File: src/common/rcs_pkg.sv
package rcs_pkg;

  // ---------------------------------------------------------------------
  // Register map (byte addresses, one aligned 32-bit word each)
  // ---------------------------------------------------------------------
  localparam logic [3:0] RCS_CTRL_ADDR    = 4'h0;
  localparam logic [3:0] RCS_STATUS_ADDR  = 4'h4;
  localparam logic [3:0] RCS_WDT_CLR_ADDR = 4'h8;

  // ---------------------------------------------------------------------
  // Control register fields
  // ---------------------------------------------------------------------
  localparam int RCS_CTRL_PIN_OPT_BIT   = 0;
  localparam int RCS_CTRL_CLK_MODE_BIT  = 1;
  localparam int RCS_CTRL_NDIV_LSB      = 2;
  localparam int RCS_CTRL_SDIV_LSB      = 5;
  localparam int RCS_CTRL_FOSC_LSB      = 8;

  // Reset values of the control fields.
  localparam logic       RCS_PIN_OPT_RST  = 1'b1;
  localparam logic       RCS_CLK_MODE_RST = 1'b0;
  localparam logic [2:0] RCS_NDIV_RST     = 3'h0;
  localparam logic [1:0] RCS_SDIV_RST     = 2'h0;
  localparam logic [2:0] RCS_FOSC_RST     = 3'h0;

  // ---------------------------------------------------------------------
  // Status register fields
  // ---------------------------------------------------------------------
  localparam int RCS_STAT_STATE_LSB     = 0;
  localparam int RCS_STAT_CAUSE_PIN_BIT = 2;
  localparam int RCS_STAT_CAUSE_WDT_BIT = 3;
  localparam int RCS_STAT_PGOOD_BIT     = 4;
  localparam int RCS_STAT_SLOW_BIT      = 5;

  // ---------------------------------------------------------------------
  // Fast oscillator choices (fast_oscillator_option)
  // ---------------------------------------------------------------------
  localparam logic [2:0] RCS_FOSC_INT_16M  = 3'h0;
  localparam logic [2:0] RCS_FOSC_INT_RTC  = 3'h1;
  localparam logic [2:0] RCS_FOSC_EXT_4M   = 3'h2;
  localparam logic [2:0] RCS_FOSC_EXT_12M  = 3'h3;
  localparam logic [2:0] RCS_FOSC_EXT_32K  = 3'h4;
  localparam logic [2:0] RCS_FOSC_EXT_RC   = 3'h5;
  localparam int         RCS_FOSC_NUM      = 6;

  // ---------------------------------------------------------------------
  // Counts
  // ---------------------------------------------------------------------
  localparam int RCS_WARMUP_CYCLES = 2048;
  localparam int RCS_WDT_TICKS     = 1024;
  localparam int RCS_PC_W          = 12;
  localparam logic [RCS_PC_W-1:0] RCS_RESET_VECTOR = 12'h000;

endpackage : rcs_pkg

File: src/hdl/rcs_sequencer.sv
`timescale 1ns/1ps
// Overview of operation
// - Reset pin acts only when option enabled.
// - Reset pin low holds reset, high runs.
// - Pin resets at power-up and while running.
// - First step waits until pin is high.
// - Initialize system registers after pin release.
// - Warm up oscillator, then deliver clock.
// - Execution starts from program address zero.
// - Uncleared watchdog overflow forces full reset.
// - Watchdog reset runs normal sequence again.
// - Supply bad blocks reset release; run ignores it.
// - Fast source chosen by configuration option.
// - Slow source internal RC, mode bit selects.
// - Selected source passes through rate divider.
// - Normal mode divides fast source 1..128.
// - Slow mode divides slow source 1..8.
// - Mode bit zero normal, one slow.
module rcs_sequencer
  import rcs_pkg::*;
#(
  parameter int WARMUP_CYCLES = rcs_pkg::RCS_WARMUP_CYCLES,
  parameter int WDT_TICKS     = rcs_pkg::RCS_WDT_TICKS
)(
  input  wire logic                         clk_i,           // 100 MHz
  input  wire logic                         rst_n_i,         // Power-on
  input  wire logic                         rst_pin_n_i,     // Ext reset
  input  wire logic                         power_good_i,    // Supply ok
  input  wire logic [rcs_pkg::RCS_FOSC_NUM-1:0] fast_tick_i, // Fast srcs
  input  wire logic                         slow_tick_i,     // Slow RC
  input  wire logic [3:0]                   avs_address,     // Byte addr
  input  wire logic                         avs_read,        // Read
  input  wire logic                         avs_write,       // Write
  input  wire logic [31:0]                  avs_writedata,   // Wr data
  input  wire logic [3:0]                   avs_byteenable,  // Lanes
  output logic [31:0]                       avs_readdata,    // Rd data
  output logic                              avs_waitrequest, // Stall
  output logic                              sys_rst_n_o,     // Core rst
  output logic                              sys_init_o,      // Init pulse
  output logic                              core_clk_en_o,   // Clock on
  output logic                              exec_start_o,    // Start
  output logic [rcs_pkg::RCS_PC_W-1:0]      start_addr_o,    // Vector
  output logic                              cpu_tick_o       // Instr tick
);

  // -----------------------------------------------------------------------
  // Types and declarations
  // -----------------------------------------------------------------------
  typedef enum logic [1:0] {
    ST_WAIT_PIN,
    ST_INIT,
    ST_WARMUP,
    ST_RUN
  } rcs_state_e;

  rcs_state_e  state;
  rcs_state_e  next_state;
  logic        pin_meta;
  logic        pin_sync;
  logic        pin_reset;
  logic        wdt_overflow;
  logic [15:0] warm_cnt;
  logic [15:0] wdt_cnt;
  logic [6:0]  div_cnt;
  logic [6:0]  div_last;
  logic        src_tick;
  logic        mode_q;
  logic        ack;
  logic        wr_fire;
  logic [31:0] rd_value;
  logic        reset_pin_option;
  logic        clock_mode_select;
  logic [2:0]  normal_divider_option;
  logic [1:0]  slow_divider_option;
  logic [2:0]  fast_oscillator_option;
  logic        cause_pin;
  logic        cause_wdt;

  localparam logic [15:0] WARM_LAST = 16'(WARMUP_CYCLES - 1);
  localparam logic [15:0] WDT_LAST  = 16'(WDT_TICKS - 1);

  // -----------------------------------------------------------------------
  // Reset pin synchroniser
  // -----------------------------------------------------------------------
  // two-stage synchroniser
  always_ff @(posedge clk_i or negedge rst_n_i)
  begin
    if (!rst_n_i)
    begin
      pin_meta <= 1'b0;
      pin_sync <= 1'b0;
    end
    else
    begin
      pin_meta <= rst_pin_n_i;
      pin_sync <= pin_meta;
    end
  end

  assign pin_reset = reset_pin_option & ~pin_sync;

  // -----------------------------------------------------------------------
  // Reset sequencer
  // -----------------------------------------------------------------------
  always_comb
  begin
    next_state = state;
    case (state)
      ST_WAIT_PIN:
      begin
        if (!pin_reset && power_good_i)
        begin
          next_state = ST_INIT;
        end
      end
      ST_INIT:
      begin
        next_state = ST_WARMUP;
      end
      ST_WARMUP:
      begin
        if (warm_cnt == WARM_LAST)
        begin
          next_state = ST_RUN;
        end
      end
      ST_RUN:
      begin
        next_state = ST_RUN;
      end
      default:
      begin
        next_state = ST_WAIT_PIN;
      end
    endcase
    if (pin_reset || wdt_overflow)
    begin
      next_state = ST_WAIT_PIN;
    end
  end

  always_ff @(posedge clk_i or negedge rst_n_i)
  begin
    if (!rst_n_i)
    begin
      state <= ST_WAIT_PIN;
    end
    else
    begin
      state <= next_state;
    end
  end

  always_ff @(posedge clk_i or negedge rst_n_i)
  begin
    if (!rst_n_i)
    begin
      warm_cnt <= 16'h0000;
    end
    else if (state == ST_WARMUP)
    begin
      warm_cnt <= warm_cnt + 16'h0001;
    end
    else
    begin
      warm_cnt <= 16'h0000;
    end
  end

  // Reset causes stay until the next power-on reset so software can see
  // why it restarted.
  always_ff @(posedge clk_i or negedge rst_n_i)
  begin
    if (!rst_n_i)
    begin
      cause_pin <= 1'b0;
      cause_wdt <= 1'b0;
    end
    else
    begin
      // Only a pin reset that cuts a running sequence counts, so the
      // synchroniser's power-on value does not mark every start-up.
      if (pin_reset && state != ST_WAIT_PIN)
      begin
        cause_pin <= 1'b1;
      end
      if (wdt_overflow)
      begin
        cause_wdt <= 1'b1;
      end
    end
  end

  // -----------------------------------------------------------------------
  // Sequencer outputs
  // -----------------------------------------------------------------------
  always_ff @(posedge clk_i or negedge rst_n_i)
  begin
    if (!rst_n_i)
    begin
      sys_init_o    <= 1'b0;
      core_clk_en_o <= 1'b0;
      exec_start_o  <= 1'b0;
      start_addr_o  <= RCS_RESET_VECTOR;
    end
    else
    begin
      sys_init_o    <= (state == ST_INIT);
      core_clk_en_o <= (next_state == ST_RUN);
      exec_start_o  <= (state == ST_WARMUP) && (next_state == ST_RUN);
      if (state == ST_INIT)
      begin
        start_addr_o <= RCS_RESET_VECTOR;
      end
    end
  end

  // The raw pin also forces reset combinationally, so the core is held
  // even while the clock or the synchroniser is not yet running.
  // asynchronous assertion
  assign sys_rst_n_o = core_clk_en_o & ~(reset_pin_option & ~rst_pin_n_i);

  // -----------------------------------------------------------------------
  // Watchdog
  // -----------------------------------------------------------------------
  assign wdt_overflow = (state == ST_RUN) && slow_tick_i
                        && (wdt_cnt == WDT_LAST) && !wr_fire_clr();

  function automatic logic wr_fire_clr();
    return wr_fire && (avs_address == RCS_WDT_CLR_ADDR)
           && avs_byteenable[0] && avs_writedata[0];
  endfunction : wr_fire_clr

  always_ff @(posedge clk_i or negedge rst_n_i)
  begin
    if (!rst_n_i)
    begin
      wdt_cnt <= 16'h0000;
    end
    else if (state != ST_RUN || wr_fire_clr() || wdt_overflow)
    begin
      wdt_cnt <= 16'h0000;
    end
    else if (slow_tick_i)
    begin
      wdt_cnt <= wdt_cnt + 16'h0001;
    end
  end

  // -----------------------------------------------------------------------
  // Instruction rate divider
  // -----------------------------------------------------------------------
  always_comb
  begin
    if (clock_mode_select)
    begin
      src_tick = slow_tick_i;
      div_last = 7'((8'h01 << slow_divider_option) - 8'h01);
    end
    else
    begin
      src_tick = (fast_oscillator_option < 3'(RCS_FOSC_NUM))
                 ? fast_tick_i[fast_oscillator_option] : 1'b0;
      div_last = 7'((8'h01 << normal_divider_option) - 8'h01);
    end
  end

  // A mode change restarts the divider so no short instruction cycle is
  // built from ticks of two different sources.
  // divide selected source
  always_ff @(posedge clk_i or negedge rst_n_i)
  begin
    if (!rst_n_i)
    begin
      div_cnt    <= 7'h00;
      cpu_tick_o <= 1'b0;
      mode_q     <= RCS_CLK_MODE_RST;
    end
    else
    begin
      mode_q     <= clock_mode_select;
      cpu_tick_o <= 1'b0;
      if (state != ST_RUN || mode_q != clock_mode_select)
      begin
        div_cnt <= 7'h00;
      end
      else if (src_tick)
      begin
        if (div_cnt >= div_last)
        begin
          div_cnt    <= 7'h00;
          cpu_tick_o <= 1'b1;
        end
        else
        begin
          div_cnt <= div_cnt + 7'h01;
        end
      end
    end
  end

  // -----------------------------------------------------------------------
  // Avalon-MM slave: one wait cycle, then the answer
  // -----------------------------------------------------------------------
  assign avs_waitrequest = (avs_read | avs_write) & ~ack;
  assign wr_fire         = avs_write & ack;

  always_comb
  begin
    rd_value = 32'h0000_0000;
    case (avs_address)
      RCS_CTRL_ADDR:
      begin
        rd_value[RCS_CTRL_PIN_OPT_BIT]  = reset_pin_option;
        rd_value[RCS_CTRL_CLK_MODE_BIT] = clock_mode_select;
        rd_value[RCS_CTRL_NDIV_LSB +: 3] = normal_divider_option;
        rd_value[RCS_CTRL_SDIV_LSB +: 2] = slow_divider_option;
        rd_value[RCS_CTRL_FOSC_LSB +: 3] = fast_oscillator_option;
      end
      RCS_STATUS_ADDR:
      begin
        rd_value[RCS_STAT_STATE_LSB +: 2]  = state;
        rd_value[RCS_STAT_CAUSE_PIN_BIT]   = cause_pin;
        rd_value[RCS_STAT_CAUSE_WDT_BIT]   = cause_wdt;
        rd_value[RCS_STAT_PGOOD_BIT]       = power_good_i;
        rd_value[RCS_STAT_SLOW_BIT]        = clock_mode_select;
      end
      default:
      begin
        rd_value = 32'h0000_0000;
      end
    endcase
  end

  always_ff @(posedge clk_i or negedge rst_n_i)
  begin
    if (!rst_n_i)
    begin
      ack          <= 1'b0;
      avs_readdata <= 32'h0000_0000;
    end
    else
    begin
      ack <= (avs_read | avs_write) & ~ack;
      if (avs_read && !ack)
      begin
        avs_readdata <= rd_value;
      end
    end
  end

  // Configuration survives watchdog and pin resets; only power-on
  // clears it, as option bits would in a real part.
  always_ff @(posedge clk_i or negedge rst_n_i)
  begin
    if (!rst_n_i)
    begin
      reset_pin_option       <= RCS_PIN_OPT_RST;
      clock_mode_select      <= RCS_CLK_MODE_RST;
      normal_divider_option  <= RCS_NDIV_RST;
      slow_divider_option    <= RCS_SDIV_RST;
      fast_oscillator_option <= RCS_FOSC_RST;
    end
    else if (wr_fire && avs_address == RCS_CTRL_ADDR)
    begin
      if (avs_byteenable[0])
      begin
        reset_pin_option      <= avs_writedata[RCS_CTRL_PIN_OPT_BIT];
        clock_mode_select     <= avs_writedata[RCS_CTRL_CLK_MODE_BIT];
        normal_divider_option <= avs_writedata[RCS_CTRL_NDIV_LSB +: 3];
        slow_divider_option   <= avs_writedata[RCS_CTRL_SDIV_LSB +: 2];
      end
      if (avs_byteenable[1])
      begin
        fast_oscillator_option <= avs_writedata[RCS_CTRL_FOSC_LSB +: 3];
      end
    end
  end

endmodule : rcs_sequencer

File: config.mk
export PLATFORM = sky130hd
export DESIGN_NAME = rcs_sequencer
export DESIGN_NICKNAME = d
export VERILOG_FILES = /design/src/common/rcs_pkg.sv /design/src/hdl/rcs_sequencer.sv
export SDC_FILE = /design/constraint.sdc
export NUM_CORES = 1
export LEC_CHECK = 0
export ABC_AREA = 0
export BUFFER_PORTS_ARGS = -buffer_cell sky130_fd_sc_hd__buf_2
export CORE_ASPECT_RATIO = 0.5
export CORE_MARGIN = 8
export CORE_UTILIZATION = 53
export DETAILED_ROUTE_END_ITERATION = 10
export GPL_ROUTABILITY_DRIVEN = 0
export GPL_TIMING_DRIVEN = 0
export PLACE_DENSITY = 0.8
export SYNTH_ARGS = -nofsm -noshare
export SYNTH_HDL_FRONTEND = slang
export SYNTH_SLANG_ARGS = --single-unit
File: constraint.sdc
create_clock -name clk_i -period 3.8 [get_ports clk_i]
set_input_delay 0.19 -clock clk_i [delete_from_list [all_inputs] [get_ports clk_i]]
set_output_delay 0.19 -clock clk_i [all_outputs]
set_load 0.02 [all_outputs]
==> results of run 1 <==
-- through the flow --
stage               setup WS [ns]  hold WS (ns)
detailed placement         0.3372        0.3262
CTS                        0.3136       0.01278
global placement           0.3853        0.3194
global route              0.04315       0.06574
finish                     0.3026      -0.03356
floorplan                  0.6857       -0.1056
-- report_power, final --
group	total, mW	internal [mW]	switching [mW]
combinational	0.569	0.221	0.348
clock	0.820	0.522	0.297
sequential	0.902	0.829	0.0730
total	2.29	1.57	0.718
-- sequential cells by signal, indices dropped and copies added (netlist names) --
register	count
cpu_tick_o	1
cause_wdt	1
exec_start_o	1
pin_sync	1
div_cnt	7
normal_divider_option	3
ack	1
core_clk_en_o	1
state	2
clock_mode_select	1
reset_pin_option	1
warm_cnt	16
slow_divider_option	2
wdt_cnt	16
fast_oscillator_option	3
mode_q	1
cause_pin	1
pin_meta	1
sys_init_o	1
avs_readdata	10
-- cell usage in the layout, fill, tap and decap left out, types with 4 or more instances in the layout --
cell type,Yosys,routed
xor2_1,19,19
mux2i_1,4,4
clkbuf_16,0,9
nand4_1,9,9
clkbuf_1,5,7
and4_1,5,5
buf_4,35,36
mux2_2,8,8
o21ai_0,17,17
ha_1,11,11
a31oi_1,4,4
o22ai_1,5,5
xnor2_1,11,11
dfrtp_1,70,70
nand2b_1,5,5
inv_1,10,10
nor2b_1,4,4
a22oi_1,6,6
conb_1,1,34
nor2_1,43,43
nor4_1,4,4
nand2_1,40,40
buf_2,4,46
nor3_1,6,6
a21oi_1,11,11
nand3_1,15,15
or3_1,7,7
-- cells by family (layout without fill, tap and decap cells) --
group                      Yosys count  in the layout  share of synthesized area
DFF                                 71             71                     0.4667
buffers and inverters               57            117                    0.09589
and+or+nand+nor                    154            154                     0.2036
xor gates and xnor gates            30             30                    0.06896
adders and majority gates           11             11                    0.03612
muxes                               12             12                    0.03416
AOI/OAI and AO/OA                   52             52                    0.09360
other                                1             34                  0.0009843
-- worst min path at each step --
stage | end | slack, ns | depth (start not counted)
2_1_floorplan | ack | -0.11 | 0
4_1_cts | warm_cnt[10] | 0.01 | 1
6_report | wdt_cnt[9] | -0.03 | 1
5_1_grt | warm_cnt[10] | 0.07 | 1
3_5_place_dp | pin_meta | 0.33 | 1
3_3_place_gp | pin_meta | 0.32 | 1
-- routing by layer --
| metal | vias to the layer above | global-route usage | share of wire |
|---|---|---|---|
| met1 | 1360 | 0.1793 | 0.43 |
| met3 | 4 | 0.05592 | 0.074 |
| met5 | - | 0 | 0 |
| met4 | 0 | 0.04897 | 0.0068 |
| li1 | 1442 | - | - |
| met2 | 80 | 0.2611 | 0.49 |
-- cell type report --
class	instances	area, um^2
fillers	572	2263
multi-input cells	293	1790
flip-flops and latches	71	1778
plain buffers	47	327.8
clock buffers	12	246.5
repair buffers	44	227.7
well taps	92	115.1
clock inverters	4	45.04
inverters	10	37.54
-- worst max-delay path: stages, from the launching register on --
cell,delay (ns)
dfrtp_1,0.35
buf_2,0.22
buf_1,0.33
nor4_1,0.10
a31oi_1,0.22
ha_1,0.28
xnor2_1,0.13
nand3_1,0.09
a21oi_1,0.13
a31oi_1,0.06
ha_1,0.32
and3_1,0.22
a221o_1,0.34
a31oi_4,0.31
a21oi_1,0.13
o22ai_1,0.19
-- repair_timing --
| action | 4_1_cts | 5_1_grt |
|---|---|---|
| hold buffers | 1 | 0 |
| resized for setup | 0 | 0 |
| hold endpoints to repair | 1 | 0 |
-- synth_stat cells, types with 6 or more instances --
library cell / n
a21oi_1: 11
a22oi_1: 6
buf_4: 35
dfrtp_1: 70
ha_1: 11
inv_1: 10
mux2_2: 8
nand2_1: 40
nand3_1: 15
nand4_1: 9
nor2_1: 43
nor3_1: 6
o21ai_0: 17
or3_1: 7
xnor2_1: 11
xor2_1: 19
==> results.sh, run 1 <==
export IMPL_run_status="complete, but fails checks"
export IMPL_violations="negative hold slack"
export IMPL_clock_root_buffer="clkbuf_16"
export IMPL_final_hold_viol_count=18
export IMPL_placed_cells=556
export IMPL_tns_ns=0
export IMPL_rr_endpoint="div_cnt[6]"
export IMPL_post_cts_buffers=0
export IMPL_wl_mm=7.849
export IMPL_drive_gt1_frac=0.2432
export IMPL_reg2reg_depth=15
export IMPL_antenna_found_initial=0
export IMPL_antenna_cells=0
export IMPL_crit_end="div_cnt[6]"
export IMPL_synth_main_ff_cell="dfrtp_1"
export IMPL_drv_slew=0
export IMPL_cts_buffer_depth=2
export IMPL_yosysUniqueCellTypes=46
export IMPL_finalClockSkew_ns=0.005147
export IMPL_die_area_um2=10320
export IMPL_clock_latency_ns=0.33
export IMPL_async_reset_ff_frac=1.000
export IMPL_cts_made_buffers=9
export IMPL_grt_ovfl_total=0
export IMPL_cp_max_fo=10
export IMPL_cts_tree="done"
export IMPL_drc=0
export IMPL_yosysTopAreaCellShare=0.4598
export IMPL_period_minus_slack_ns=3.497
export IMPL_grt_pass1_wl_mm=13.03
export IMPL_setup_viol=0
export IMPL_power_leakage_nw=2.192
export IMPL_first_iter_violations=240
export IMPL_startpoint="clock_mode_select"
export IMPL_ir_worst_vdd_v=0.0002660
export IMPL_clock_sinks=71
export IMPL_worstPathArrival_ns=3.74
export IMPL_grt_max_degree=72
export IMPL_vias=2886
export IMPL_critPathLaunchType="register"
export IMPL_initial_core_util=0.5577
export IMPL_power_total_mw=2.291
export IMPL_io_pins=103
export IMPL_cellPowerDensity_nw_per_um2=501.5
export IMPL_final_area_um2=4568
export IMPL_reg2reg_from="clock_mode_select"
export IMPL_worst_r2r_setup_slack_ns=0.30
export IMPL_die_height_um=75.95
export IMPL_min_period_over_period=0.9204
export IMPL_synth_edf_count=0
export IMPL_vias_per_cell=5.037
export IMPL_grt_usage=0.1548
export IMPL_ys_seq_area_frac=0.4667
export IMPL_rsz0062_at_grt="no"
export IMPL_end_kind="register"
export IMPL_synth_cells=388
export IMPL_clk_pin_slew_worst_paths_ns=0.05
export IMPL_timing_worst_setup_path_type="reg2reg"
export IMPL_dp_hpwl_mm=5.788
export IMPL_design_core_area_um2=6832
export IMPL_synthToLayoutAreaGrowth_pct=19.90
export IMPL_fin_hold_ws_ns=-0.03356
export IMPL_wl_per_cell_um=13.70
export IMPL_io_buffers=43
export IMPL_yosys_warnings=0
export IMPL_avgSynthCellArea_um2=9.819
export IMPL_antenna_left=0
export IMPL_first_pass_iters=4
export IMPL_layout_cells_non_filler=573
export IMPL_nets=540
export IMPL_slew_limit_headroom=0.2502
export IMPL_hp_class="in2async"
export IMPL_clock_fmax_mhz=285.9
export IMPL_post_route_util=0.6687
export IMPL_ys_seq_elements=71
export IMPL_required_ns=4.05
export IMPL_place_area_um2=4267
export IMPL_synth_top_area_cell="dfrtp_1"
export IMPL_die_width_um=135.9
export IMPL_grt_pass1_vias=2850
export IMPL_rows=21
export IMPL_cap_violations=0
export IMPL_h_tree_depth=3
export IMPL_synthTopCellsByArea="dfrtp_1 (46%), buf_4 (6.9%), xor2_1 (4.4%)"
export IMPL_tightest_slew_ns=1.109
export IMPL_synthesis_area_um2=3810
(Power assumes the default switching activity.)
==> run 2, diff against run 1 <==
--- a/config.mk
+++ b/config.mk
@@ -14,6 +14,7 @@
 export GPL_ROUTABILITY_DRIVEN = 0
 export GPL_TIMING_DRIVEN = 0
 export PLACE_DENSITY = 0.8
+export REMOVE_ABC_BUFFERS = 1
 export SYNTH_ARGS = -nofsm -noshare
 export SYNTH_HDL_FRONTEND = slang
 export SYNTH_SLANG_ARGS = --single-unit
==> run 2 against run 1 <==
  * The run still ends with negative hold slack left
  * Combinational power decreased by 9.8%
  * Clock power increased by 9.4%
  * Routed wire length increased by 1.3%
  * Non-clock buffer count decreased by 45
  * Hold slack improved by 0.0089 ns
  * Final cell count decreased by 7.9%
  * First-iteration DRC count decreased by 36%
  * Largest power group unchanged
  * Highest routed layer unchanged
==> results.sh, run 2 (synthesis gave the netlist of run 1 again) <==
export IMPL_antenna_left=0
export IMPL_cellPowerDensity_nw_per_um2=540.8
export IMPL_place_area_um2=3958
export IMPL_h_tree_depth=3
export IMPL_io_pins=103
export IMPL_min_period_over_period=0.8918
export IMPL_synthToLayoutAreaGrowth_pct=12.55
export IMPL_period_minus_slack_ns=3.389
export IMPL_final_hold_viol_count=44
export IMPL_layout_cells_non_filler=528
export IMPL_end_kind="register"
export IMPL_pwr_share_clk=0.387
export IMPL_tightest_slew_ns=1.220
export IMPL_ir_worst_vdd_v=0.0002939
export IMPL_grt_pass1_wl_mm=13.26
export IMPL_drive_gt1_frac=0.1858
export IMPL_die_area_um2=10320
export IMPL_post_route_util=0.6277
export IMPL_critPathLaunchType="register"
export IMPL_drc=0
export IMPL_clock_latency_ns=0.33
export IMPL_grt_usage=0.1559
export IMPL_grt_ovfl_total=0
export IMPL_antenna_found_initial=0
export IMPL_seqPwrFrac=0.392
export IMPL_worstPathArrival_ns=3.63
export IMPL_power_leakage_nw=1.982
export IMPL_timing_worst_setup_path_type="reg2reg"
export IMPL_vias=2837
export IMPL_cts_repair_resized=0
export IMPL_hp_class="in2async"
export IMPL_combPwrFrac=0.221
export IMPL_cts_made_buffers=9
export IMPL_wl_per_cell_um=15.05
export IMPL_cts_buffer_depth=2
export IMPL_die_width_um=135.9
export IMPL_power_total_mw=2.319
export IMPL_first_iter_violations=154
export IMPL_design_core_area_um2=6832
export IMPL_tns_ns=0
export IMPL_finalClockSkew_ns=0.01111
export IMPL_drv_slew=0
export IMPL_top_regs="warm_cnt (16), wdt_cnt (16), avs_readdata (10)"
export IMPL_slew_limit_headroom=0.1755
export IMPL_swShare=0.3182
export IMPL_cp_max_fo=17
export IMPL_clock_root_buffer="clkbuf_16"
export IMPL_antenna_cells=0
export IMPL_io_buffers=44
export IMPL_vias_per_cell=5.373
export IMPL_cap_violations=0
export IMPL_clock_fmax_mhz=295.1
export IMPL_rows=21
export IMPL_run_status="complete, but fails checks"
export IMPL_nets=495
export IMPL_clk_pin_slew_worst_paths_ns=0.06
export IMPL_rsz0062_at_grt="no"
export IMPL_final_cell_mix="dfrtp_1 (70), nor2_1 (43), buf_2 (43)"
export IMPL_violations="negative hold slack"
export IMPL_power_switching_mw=0.7379
export IMPL_fin_hold_ws_ns=-0.02467
export IMPL_grt_max_degree=72
export IMPL_cts_tree="done"
export IMPL_placed_cells=511
export IMPL_initial_core_util=0.5577
export IMPL_die_height_um=75.95
export IMPL_dp_hpwl_mm=5.457
export IMPL_clock_sinks=71
export IMPL_setup_viol=0
export IMPL_grt_pass1_vias=2822
export IMPL_final_common_cell="dfrtp_1"
export IMPL_p_int_mw=1.581
export IMPL_required_ns=4.05
export IMPL_wl_mm=7.948
export IMPL_final_area_um2=4288
export IMPL_first_pass_iters=4
==> run 2: per-layer routing <==
metal  track usage  part of all wire  vias to the layer above
li1              -                 -                     1353
met1        0.1891              0.43                     1388
met2        0.2592              0.50                       84
met3       0.05197             0.056                       12
met4       0.04135             0.015                        0
met5             0                 0                        -
==> run 2: path summary, 6_finish.rpt <==
kind / start / endpoint / slack [ns] / cells past startpoint
max reg2reg: clock_mode_select / div_cnt[2] / 0.41 / 13
max: clock_mode_select / div_cnt[2] / 0.41 / 13
min: rst_n_i / warm_cnt[6] / -0.02 / 1
min reg2reg: pin_meta / pin_sync / 0.36 / 0
max in group asynchronous: rst_n_i / warm_cnt[15] / 3.27 / 1
min in group clk_i: avs_writedata[6] / slow_divider_option[1] / 0.08 / 3
==> run 2: final cells by class <==
| class | instances | area, um^2 |
|---|---|---|
| Tap cell | 92 | 115.1 |
| Clock buffer | 9 | 225.2 |
| Timing Repair Buffer | 46 | 240.2 |
| Fill cell | 549 | 2544 |
| Clock inverter | 7 | 95.09 |
| Multi-Input combinational cell | 293 | 1797 |
| Sequential cell | 71 | 1778 |
| Inverter | 10 | 37.54 |
==> run 2: power by group through the flow <==
stage	sequential, mW	combinational, mW	clock (mW)
2_1_floorplan	0.918	0.352	0
3_3_place_gp	0.915	0.496	0
3_5_place_dp	0.919	0.502	0
4_1_cts	0.907	0.512	0.910
5_1_grt	0.920	0.572	0.944
6_report	0.909	0.513	0.897
==> run 2: worst max-delay path: stages, from the launching register on <==
cell and delay [ns]:
dfrtp_1 0.71, nor4_1 0.12, a31oi_1 0.24, ha_1 0.30, xnor2_1 0.14, nand3_1 0.09
a21oi_1 0.13, a31oi_1 0.06, ha_1 0.33, and3_1 0.21, a221o_1 0.34, a31oi_4 0.32
a21oi_1 0.12, o22ai_1 0.18
==> run 2: metrics by stage <==
stage / setup slack [ns] / hold WS [ns]
6_report: 0.4111 / -0.02467
3_5_place_dp: 0.4285 / 0.3147
4_1_cts: 0.4124 / 0.009217
3_3_place_gp: 0.5091 / 0.3140
5_1_grt: 0.1519 / 0.05850
2_1_floorplan: 0.8043 / -0.1056
==> run 2: repair_timing <==
action                                 4_1_cts  5_1_grt
endpoints found under the hold margin        1        0
hold buffers                                 1        0
setup buffers                                0        0
